===== src/include/sec_regs.vh =====
// field positions, byte slots and reset values of the eeprom command byte
`ifndef SEC_REGS_VH
`define SEC_REGS_VH

// command byte fields
`define SEC_CMD_DIR_BIT 0
`define SEC_CMD_USA_BIT 1
`define SEC_CMD_NACK_BIT 3
`define SEC_CMD_MSS_BIT 5
`define SEC_DIR_WRITE 1'b0
`define SEC_DIR_READ 1'b1

// byte slots of a block write request after the slave address
`define SEC_POS_COMMAND_CODE_BYTE 3'h0
`define SEC_POS_COUNT 3'h1
`define SEC_POS_CMD 3'h2
`define SEC_POS_EEPROM_BUS_ADDRESS_BYTE 3'h3
`define SEC_POS_OFFLO 3'h4
`define SEC_POS_OFFHI 3'h5
`define SEC_POS_DATA 3'h6
`define SEC_POS_FULL 3'h7

// bytes following the count byte in a block read-back, reset value of a byte and slave address
`define SEC_RDBK_COUNT 8'h05
`define SEC_BYTE_RESET 8'h00
`define SEC_SLAVE_ADDR 7'h77

`endif


===== src/verilog/sec_cmd_field.v =====
// smbus slave that takes eeprom requests and keeps the command byte
`timescale 1ns/1ps
`default_nettype none
`include "sec_regs.vh"
module sec_cmd_field #(
   parameter [6:0] SLAVE_ADDR = `SEC_SLAVE_ADDR
) (
   // clock and reset
   input wire mclk,
   input wire reset_n,
   input wire ce,
   // slave smbus pins
   input wire sclIn,
   input wire sdaIn,
   output wire sdaOut,
   output reg sdaOe,
   // configuration and master status register mirror
   input wire [7:0] defaultEepromBusAddress,
   input wire statusNackClr,
   input wire statusMssClr,
   output reg nackErrorFlag,
   output reg misplacedStartStopFlag,
   // request to the master smbus engine
   output reg eepReq,
   output reg eepAccessDirection,
   output reg [7:0] eepBusAddr,
   output reg [15:0] eepOffset,
   output reg [7:0] eepWrData,
   output reg eepBusy,
   input wire eepDone,
   input wire [7:0] eepRdData,
   input wire eepNackEvt,
   input wire eepMssEvt,
   // register command claim status
   input wire csrReadDone,
   input wire csrWriteDone,
   input wire csrFormOk,
   input wire csrOffsetBad,
   output reg readClaimError,
   output reg writeClaimError,
   // decoded command byte
   output reg accessDirection,
   output reg useRequestEepromAddr
);
   localparam [2:0] ST_IDLE = 3'h0;
   localparam [2:0] ST_ADDR = 3'h1;
   localparam [2:0] ST_WRITE = 3'h2;
   localparam [2:0] ST_READ = 3'h3;
   localparam [2:0] ST_IGNORE = 3'h4;

   wire sclS;
   wire sdaS;
   reg sclD_reg;
   reg sdaD_reg;
   reg [2:0] state_reg;
   reg [3:0] bitCnt_reg;
   reg [7:0] shift_reg;
   reg [2:0] byteIdx_reg;
   reg [2:0] txIdx_reg;
   reg [7:0] eepromBusAddressByte_reg;
   reg [7:0] offLo_reg;
   reg [7:0] offHi_reg;
   reg [7:0] data_reg;

   // the first flop of the synchroniser stays inside sec_sync
   sec_sync #(.WIDTH(2)) uSync (
      .mclk(mclk),
      .reset_n(reset_n),
      .ce(ce),
      .asyncIn({sclIn, sdaIn}),
      .syncOut({sclS, sdaS})
   );
   assign sdaOut = 1'b0;

   wire sclRise = sclS & ~sclD_reg;
   wire sclFall = ~sclS & sclD_reg;
   wire startCond = sclS & sclD_reg & sdaD_reg & ~sdaS;
   wire stopCond = sclS & sclD_reg & ~sdaD_reg & sdaS;

   // current command byte image; reserved bits always read zero
   function [7:0] cmdImage;
      input dir, use_request_eeprom_addr, nack, misplaced_start_stop_flag;
      begin
         cmdImage = 8'h00;
         cmdImage[`SEC_CMD_DIR_BIT] = dir;
         cmdImage[`SEC_CMD_USA_BIT] = use_request_eeprom_addr;
         cmdImage[`SEC_CMD_NACK_BIT] = nack;
         cmdImage[`SEC_CMD_MSS_BIT] = misplaced_start_stop_flag;
      end
   endfunction

   // read-back byte for slot idx of a block read
   function [7:0] txByte;
      input [2:0] idx;
      begin
         case (idx)
            3'h0: txByte = `SEC_RDBK_COUNT;
            3'h1: txByte = cmdImage(accessDirection, useRequestEepromAddr,
               nackErrorFlag, misplacedStartStopFlag);
            3'h2: txByte = eepromBusAddressByte_reg;
            3'h3: txByte = offLo_reg;
            3'h4: txByte = offHi_reg;
            3'h5: txByte = data_reg;
            default: txByte = 8'hFF;
         endcase
      end
   endfunction
   wire [7:0] txCur = txByte(txIdx_reg);
   wire [7:0] txNext = txByte(txIdx_reg + 3'h1);
   wire cmdWrite = (state_reg == ST_WRITE) & sclFall & (bitCnt_reg == 4'h8)
      & (byteIdx_reg == `SEC_POS_CMD);
   // a stop that ends a complete request launches the eeprom access while eepBusy is low
   wire reqComplete = (state_reg == ST_WRITE) & ~eepBusy &
      ((accessDirection == `SEC_DIR_READ) ? (byteIdx_reg >= `SEC_POS_DATA)
                                          : (byteIdx_reg == `SEC_POS_FULL));

   // error flags: a new event wins over a clear in the same cycle
   always @(posedge mclk) begin
      if (!reset_n) begin
         nackErrorFlag <= 1'b0;
         misplacedStartStopFlag <= 1'b0;
      end else if (ce) begin
         if (eepNackEvt)
            nackErrorFlag <= 1'b1;
         else if (statusNackClr ||
                  (cmdWrite && shift_reg[`SEC_CMD_NACK_BIT]))
            nackErrorFlag <= 1'b0;
         if (eepMssEvt)
            misplacedStartStopFlag <= 1'b1;
         else if (statusMssClr ||
                  (cmdWrite && shift_reg[`SEC_CMD_MSS_BIT]))
            misplacedStartStopFlag <= 1'b0;
      end
   end

   // claim status reflects the last register command of each kind
   always @(posedge mclk) begin
      if (!reset_n) begin
         readClaimError <= 1'b0;
         writeClaimError <= 1'b0;
      end else if (ce) begin
         if (csrReadDone)
            readClaimError <= ~csrFormOk | csrOffsetBad;
         if (csrWriteDone)
            writeClaimError <= ~csrFormOk | csrOffsetBad;
      end
   end

   // eeprom request toward the master port
   always @(posedge mclk) begin
      if (!reset_n) begin
         eepReq <= 1'b0;
         eepBusy <= 1'b0;
         eepAccessDirection <= `SEC_DIR_WRITE;
         eepBusAddr <= `SEC_BYTE_RESET;
         eepOffset <= 16'h0000;
         eepWrData <= `SEC_BYTE_RESET;
      end else if (ce) begin
         eepReq <= 1'b0;
         if (stopCond && reqComplete) begin
            eepReq <= 1'b1;
            eepBusy <= 1'b1;
            eepAccessDirection <= accessDirection;
            eepBusAddr <= useRequestEepromAddr ? eepromBusAddressByte_reg
                                               : defaultEepromBusAddress;
            eepOffset <= {offHi_reg, offLo_reg};
            eepWrData <= data_reg;
         end else if (eepDone) begin
            eepBusy <= 1'b0;
         end
      end
   end

   // slave byte engine; no clock stretching, so a matching address and each written byte are acked at once
   always @(posedge mclk) begin
      if (!reset_n) begin
         sclD_reg <= 1'b1;
         sdaD_reg <= 1'b1;
         state_reg <= ST_IDLE;
         bitCnt_reg <= 4'h0;
         shift_reg <= `SEC_BYTE_RESET;
         byteIdx_reg <= 3'h0;
         txIdx_reg <= 3'h0;
         sdaOe <= 1'b0;
         accessDirection <= `SEC_DIR_WRITE;
         useRequestEepromAddr <= 1'b0;
         eepromBusAddressByte_reg <= `SEC_BYTE_RESET;
         offLo_reg <= `SEC_BYTE_RESET;
         offHi_reg <= `SEC_BYTE_RESET;
         data_reg <= `SEC_BYTE_RESET;
      end else if (ce) begin
         sclD_reg <= sclS;
         sdaD_reg <= sdaS;
         if (eepDone && eepAccessDirection == `SEC_DIR_READ)
            data_reg <= eepRdData;
         if (startCond) begin
            state_reg <= ST_ADDR;
            bitCnt_reg <= 4'h0;
            byteIdx_reg <= 3'h0;
            txIdx_reg <= 3'h0;
            sdaOe <= 1'b0;
         end else if (stopCond) begin
            state_reg <= ST_IDLE;
            sdaOe <= 1'b0;
         end else if (state_reg != ST_IDLE && state_reg != ST_IGNORE) begin
            if (sclRise) begin
               if (bitCnt_reg == 4'h8) begin
                  if (state_reg == ST_READ && sdaS)
                     state_reg <= ST_IGNORE;
               end else if (state_reg != ST_READ) begin
                  shift_reg <= {shift_reg[6:0], sdaS};
               end
               bitCnt_reg <= bitCnt_reg + 4'h1;
            end else if (sclFall) begin
               case (state_reg)
                  ST_ADDR: begin
                     if (bitCnt_reg == 4'h8) begin
                        if (shift_reg[7:1] == SLAVE_ADDR)
                           sdaOe <= 1'b1;
                        else
                           state_reg <= ST_IGNORE;
                     end else if (bitCnt_reg == 4'h9) begin
                        bitCnt_reg <= 4'h0;
                        if (shift_reg[0]) begin
                           state_reg <= ST_READ;
                           sdaOe <= ~txCur[7];
                        end else begin
                           state_reg <= ST_WRITE;
                           sdaOe <= 1'b0;
                        end
                     end
                  end
                  ST_WRITE: begin
                     if (bitCnt_reg == 4'h8) begin
                        sdaOe <= 1'b1;
                        case (byteIdx_reg)
                           `SEC_POS_CMD: begin
                              // reserved bits are not stored
                              accessDirection <=
                                 shift_reg[`SEC_CMD_DIR_BIT];
                              useRequestEepromAddr <=
                                 shift_reg[`SEC_CMD_USA_BIT];
                           end
                           `SEC_POS_EEPROM_BUS_ADDRESS_BYTE:
                              eepromBusAddressByte_reg <= shift_reg;
                           `SEC_POS_OFFLO: offLo_reg <= shift_reg;
                           `SEC_POS_OFFHI: offHi_reg <= shift_reg;
                           `SEC_POS_DATA: data_reg <= shift_reg;
                           default: ;
                        endcase
                        if (byteIdx_reg != `SEC_POS_FULL)
                           byteIdx_reg <= byteIdx_reg + 3'h1;
                     end else if (bitCnt_reg == 4'h9) begin
                        sdaOe <= 1'b0;
                        bitCnt_reg <= 4'h0;
                     end
                  end
                  ST_READ: begin
                     if (bitCnt_reg == 4'h8) begin
                        sdaOe <= 1'b0;
                     end else if (bitCnt_reg == 4'h9) begin
                        bitCnt_reg <= 4'h0;
                        txIdx_reg <= txIdx_reg + 3'h1;
                        sdaOe <= ~txNext[7];
                     end else begin
                        sdaOe <= ~txCur[3'h7 - bitCnt_reg[2:0]];
                     end
                  end
                  default: state_reg <= ST_IDLE;
               endcase
            end
         end
      end
   end
endmodule
`default_nettype wire


===== src/verilog/sec_sync.v =====
// two-flop synchroniser for pin inputs
`timescale 1ns/1ps
`default_nettype none
module sec_sync #(
   parameter WIDTH = 2
) (
   // clock and reset
   input wire mclk,
   input wire reset_n,
   input wire ce,
   // pins and synchronised levels
   input wire [WIDTH-1:0] asyncIn,
   output reg [WIDTH-1:0] syncOut
);
   reg [WIDTH-1:0] meta_reg;

   // reset value is the idle-high bus level
   always @(posedge mclk) begin
      if (!reset_n) begin
         meta_reg <= {WIDTH{1'b1}};
         syncOut <= {WIDTH{1'b1}};
      end else if (ce) begin
         meta_reg <= asyncIn;
         syncOut <= meta_reg;
      end
   end
endmodule
`default_nettype wire

===== config.mk =====
export PLATFORM = sky130hd
export DESIGN_NAME = sec_cmd_field
export DESIGN_NICKNAME = d
export VERILOG_FILES = /design/src/verilog/sec_cmd_field.v /design/src/verilog/sec_sync.v
export VERILOG_INCLUDE_DIRS = /design/src /design/src/include
export SDC_FILE = /design/constraint.sdc
export NUM_CORES = 1
export LEC_CHECK = 0
export BUFFER_PORTS_ARGS = -buffer_cell sky130_fd_sc_hd__buf_2
export CELL_PAD_IN_SITES_DETAIL_PLACEMENT = 0
export CELL_PAD_IN_SITES_GLOBAL_PLACEMENT = 1
export CORE_MARGIN = 2
export CORE_UTILIZATION = 48
export CTS_BUF_LIST = sky130_fd_sc_hd__clkbuf_2
export DETAILED_ROUTE_END_ITERATION = 10
export PLACE_DENSITY_LB_ADDON = 0.1
export SYNTH_ARGS = -nofsm -noshare
export SYNTH_HDL_FRONTEND = slang
export SYNTH_HIERARCHICAL = 1
export SYNTH_SLANG_ARGS = --single-unit

===== constraint.sdc =====
create_clock -name mclk -period 4.3 [get_ports mclk]
set_input_delay 0.43 -clock mclk [delete_from_list [all_inputs] [get_ports mclk]]
set_output_delay 0.43 -clock mclk [all_outputs]
set_load 0.01 [all_outputs]

---- Word level (Yosys, flattened, before mapping) ----
Index checks and enable logic that the tools add are counted.
word-level totals
  bits of input ports ..................... 30
  output and inout bits ................... 43
  register bits after elaboration ......... 101
  logic and storage cells ................. 213
operators by class
  order comparisons ....................... 2
  bitwise operators ....................... 26
  reductions and logical operators ........ 46
  add/subtract/negate cells ............... 4
  muxes and demuxes ....................... 72
  eq/ne operators ......................... 37
operators with widths
  kind                   number
  $pmux W8 S6            2
  $mux W8                10
  $mux W3                26
  $reduce_and A9 Y1      4
  $mux W4                8
  $reduce_and A8 Y1      4
  $eq A3 B2 Y1 const B   8
  $eq A3 B3 Y1 const B   8
  $mux W1                23
  $reduce_bool A2 Y1     10
  $reduce_bool A3 Y1     6
  $reduce_and A7 Y1      2
  $not A1 Y1             13
  $and A1 B1 Y1          12
  $ne A4 B1 Y1 const B   3
  $reduce_and A2 Y1      6
  $ne A5 B5 Y1 const B   2
  $eq A3 B1 Y1 const B   3
  $ne A3 B3 Y1 const B   3
  $eq A4 B4 Y1 const B   2
  $eq A7 B7 Y1 const B   1
  $add A3 B1 Y3 const B  2
  $logic_and A1 B1 Y1    6
  $logic_not A3 Y1       2
  19 further kinds       21

---- Logic depth before layout (Yosys ltp) ----
  depth after elaboration ................. 13
  depth in mapped cells ................... 12
  depth with buffers taken out ............ 8

---- Modules after synthesis ----
The synthesis kept the hierarchy.
modules (own cells, without submodules)
  module         area each (um^2)  times used  cells each
  sec_cmd_field  4,744.6           1           558
  sec_sync       140.1             1           13

---- Worst setup path before layout ----
Ideal clock, no wire load.
  path kind ............................... register to register
  from .................................... register bitCnt_reg[0]
  to ...................................... register state_reg[1]
  period minus slack after synthesis ...... 2,278 ps
  library setup time ...................... 116 ps
  stages on the path, launching flop included .. 11
  arrival time ............................ 2,162 ps
  path buffers ............................ 2
  required time ........................... 4,184 ps
  slack ................................... 2,022 ps
  path through ............................ dfxtp_1 > clkbuf_1 > inv_1 > ha_1 > and3b_1 > buf_6 > and2_1 > a221o_1 > a21oi_2 > nor2_1 > a41o_1
between the ends
  cells in the longest elaborated chain, start to end .. 8
  elaborated cells between the ends (all ways) .. 13
  classes of those cells .................. 5 x eq/ne; 7 x mux; 1 x reduce/logical
RTL lines
  what                    line                                      source
  from (decl)             sec_cmd_field.v:56                        reg [3:0] bitCnt_reg;
  from (signal assigned)  sec_cmd_field.v:213                       bitCnt_reg <= bitCnt_reg + 4'h1;
  $eq A4 B4 Y1            sec_cmd_field.v:207, sec_cmd_field.v:217
  $mux W3                 sec_cmd_field.v:217                       if (bitCnt_reg == 4'h8) begin
  $pmux W3 S2             sec_cmd_field.v:215                       case (state_reg)
  $mux W3                 sec_cmd_field.v:214                       end else if (sclFall) begin
  $mux W3                 sec_cmd_field.v:206                       if (sclRise) begin
  $mux W3                 sec_cmd_field.v:205                       end else if (state_reg != ST_IDLE && state_reg != ST_IGNORE) begin
  $mux W3                 sec_cmd_field.v:202                       end else if (stopCond) begin
  $mux W3                 sec_cmd_field.v:196                       if (startCond) begin
  to (signal assigned)    sec_cmd_field.v:197                       state_reg <= ST_ADDR;
  to (signal assigned)    sec_cmd_field.v:203                       state_reg <= ST_IDLE;
  to (signal assigned)    sec_cmd_field.v:209                       state_reg <= ST_IGNORE;
  to (decl)               sec_cmd_field.v:55                        reg [2:0] state_reg;
Parallel ways exist; a longest one is shown, timed or not. The select of a mux whose other input is x is not followed.
A chain may end at the register's enable or synchronous reset.

---- Worst setup path after layout ----
  from .................................... register bitCnt_reg[0]
  to ...................................... register data_reg[2]
between the ends
  cells in the longest elaborated chain, start to end .. 8
RTL lines
  what                  line                 source
  $eq A4 B4 Y1          sec_cmd_field.v:234  if (bitCnt_reg == 4'h8) begin
  $mux W8               sec_cmd_field.v:234
  $mux W8               sec_cmd_field.v:215
  $mux W8               sec_cmd_field.v:214
  $mux W8               sec_cmd_field.v:206
  $mux W8               sec_cmd_field.v:205
  $mux W8               sec_cmd_field.v:202
  $mux W8               sec_cmd_field.v:196
  to (signal assigned)  sec_cmd_field.v:190  data_reg <= `SEC_BYTE_RESET;
  to (signal assigned)  sec_cmd_field.v:195  data_reg <= eepRdData;
  to (signal assigned)  sec_cmd_field.v:248  `SEC_POS_DATA: data_reg <= shift_reg;
  to (decl)             sec_cmd_field.v:63   reg [7:0] data_reg;
No other way between the ends.

==> flow_metrics.tcl <==
set metrics [dict create \
    dieArea_sq_mm 0.0110 \
    synth_most_common_cell "dfxtp_1" \
    syn_area_sq_mm 0.00488 \
    yosys.area.top_type "dfxtp_1" \
    max_freq_ghz 0.339 \
    grt_pass1_wl_mm 21.5 \
    ys_seq_area_share_pct 41.4 \
    dp_hpwl_mm 9.65 \
    nFillCells 976 \
    crit_required_ps 4850 \
    min_path_type "primary input to register" \
    ys_warn_count 6 \
    start_kind "register" \
    die_h_um 105 \
    n_antenna_cell 0 \
    path_clk_slew_ps 280 \
    gp_congestion 0.896 \
    cts_resized 0 \
    synthTopCellsByArea "dfxtp_1 41%, mux2i_1 9.6%, nand2_1 7.1%" \
    slowest_delay_ps 810 \
    coreArea_sq_mm 0.00982 \
    hold_viol_final 0 \
    drt_iter0_markers 244 \
    wl_mm 13.4 \
    grt-ovfl-total 0 \
    routed_via_density 5.72 \
    top_register "eepOffset" \
    synth-edff-count 0 \
    track_usage_pct 24.8 \
    postSynth.asyncResetShare_pct 0 \
    finalClockSkew_ps 24.9 \
    cts_tree "done" \
    root_buffer "clkbuf_2" \
    ir_drop_mv 0.206 \
    cp.arrival_ps 3500 \
    drive_gt1_share_pct 17.1 \
    fin_nets 669 \
    avgSynthCellArea_sq_um 8.55 \
    grt_pass1_vias 4126 \
    vias 4340 \
    timing_worst_setup_path_type "register to register" \
    period_needed_ps 2950 \
    cp_max_fo 15 \
    area_growth_syn_to_layout_pct 10.7 \
    cp_slowest_cell "nor3_2" \
    wl_per_cell_um 17.6 \
    clk_latency_ps 610 \
    ys.flop_type "dfxtp_1" \
    drc 0 \
    place_ws_ps 1420 \
    fin_ws_ps 1350 \
    yosysUniqueCellTypes 64 \
    synth_fp_nets 619 \
    dieWidth_um 105 \
    rsz0062_at_grt "no" \
    drtAntennaViolNets 0 \
    drt_pass1_iterations 4 \
    synthTopCellsByCount "101 x dfxtp_1, 93 x nand2_1, 59 x a21oi_1" \
    numPortBuffers 71 \
    timing.final.crit_share_pct 68.6 \
    largest_reg_flops 16 \
    fin_tns_setup_ps 0 \
    synthCells 571 \
    slew_viol_final 0 \
    cts-buffers-inserted 9 \
    grt_max_degree 50 \
    numClockSinks 101 \
    io_pins 73 \
    yosysTopAreaCellShare_pct 41.4 \
    antenna_found_initial 0 \
    htree_levels 3 \
    start_util_pct 49.7 \
    drv_cap 0 \
    ctsHoldBuffers 5 \
    max_slew_margin_pct 32.4 \
    endpoint_kind "register" \
    rows 36 \
    cts_setup_buffers 0 \
    path_cells "inv_1 -> ha_1 -> and3b_1 -> nand4_2 -> nor3_2 -> o21a_4 -> nor2_1 -> a211oi_1" \
    p_total_mw 1.51 \
    outcome "complete, no violations" \
    p_leak_nw 1.99 \
    p_per_area_mw_per_mm2 279 \
    finalSetupViolCount 0 \
    worstMarginPinSlew_ps 1010 \
    cts_buffer_depth 2 \
    ys_ff_latch 101 \
]
==> final timing paths <==
kind / depth (start not counted) / end / start / slack (ps)
worst max-delay path: 8 / data_reg[2]$_SDFFE_PN0P_ / bitCnt_reg[0]$_SDFFE_PN0P_ / 1350
worst min-delay path: 4 / eepBusy$_SDFFE_PN0P_ / eepDone / 60
worst max register to register: 8 / data_reg[2]$_SDFFE_PN0P_ / bitCnt_reg[0]$_SDFFE_PN0P_ / 1350
worst min register to register: 2 / eepOffset[6]$_SDFFE_PN0P_ / eepOffset[6]$_SDFFE_PN0P_ / 460
==> power breakdown <==
| part | internal, mW | switching, mW | total (mW) | leakage (nW) |
|---|---|---|---|---|
| Sequential | 0.946 | 0.00567 | 0.951 | 0.815 |
| Combinational | 0.0303 | 0.0492 | 0.0795 | 1.11 |
| Clock | 0.142 | 0.338 | 0.479 | 0.0705 |
| Total | 1.12 | 0.393 | 1.51 | 1.99 |
==> cell type report <==
cell class              instances  area [sq um]  share of cell area, %
multi-input cells             416          2620                   48.4
flip-flops and latches        101          2020                   37.4
repair buffers                 79           428                   7.92
well taps                     133           166                   3.08
clock inverters                 6          70.1                   1.30
inverters                      14          52.6                  0.972
clock buffers                  10          50.0                  0.926
==> critical path, delay by kind of cell (launching register included) <==
family / cells / cell delay [ps]
buffers and inverters: 1 / 200
adders and majority gates: 1 / 250
DFF: 1 / 480
AOI/OAI and AO/OA: 2 / 570
and+or+nand+nor: 4 / 1400
==> routing by layer <==
metal / vias to the layer above / routed length (um) / global-route usage (%)
met5: - / 0 / 0
met4: 0 / 291 / 7.43
met3: 26 / 850 / 6.74
met2: 163 / 5950 / 38.3
met1: 2043 / 6290 / 34.0
li1: 2108 / - / -
==> layout by cell type (no fill, tap or decap), types with 12 or more instances in the layout <==
master / count
buf_2: 71
o21ai_0: 12
dfxtp_1: 101
nor2_1: 55
mux2i_1: 47
nand3_1: 22
a211oi_1: 16
ha_1: 18
a21oi_1: 59
inv_1: 13
nand2_1: 93
==> per-stage QoR <==
| step | cell area [sq um] | cells | util, % | hold slack (ps) |
|---|---|---|---|---|
| after floorplan | 4880 | 571 | - | 440 |
| after global placement | 5240 | 738 | 53.3 | 436 |
| after detailed placement | 5240 | 738 | 53.3 | 443 |
| after CTS | 5410 | 759 | 55.0 | 4.13 |
| after global routing | 5410 | 759 | 55.0 | 10.4 |
| final | 5410 | 759 | 55.0 | 64.9 |
==> cells by family after synthesis <==
group                      count (synthesis)  share of synthesized area [%]
AOI/OAI and AO/OA                        127                           17.1
xor gates and xnor gates                   2                          0.359
adders and majority gates                 18                           4.61
buffers and inverters                     54                           5.05
DFF                                      101                           41.4
muxes                                     48                           9.86
other                                      1                         0.0768
and+or+nand+nor                          220                           21.6
Note: power is estimated with default switching activity, not from simulation.
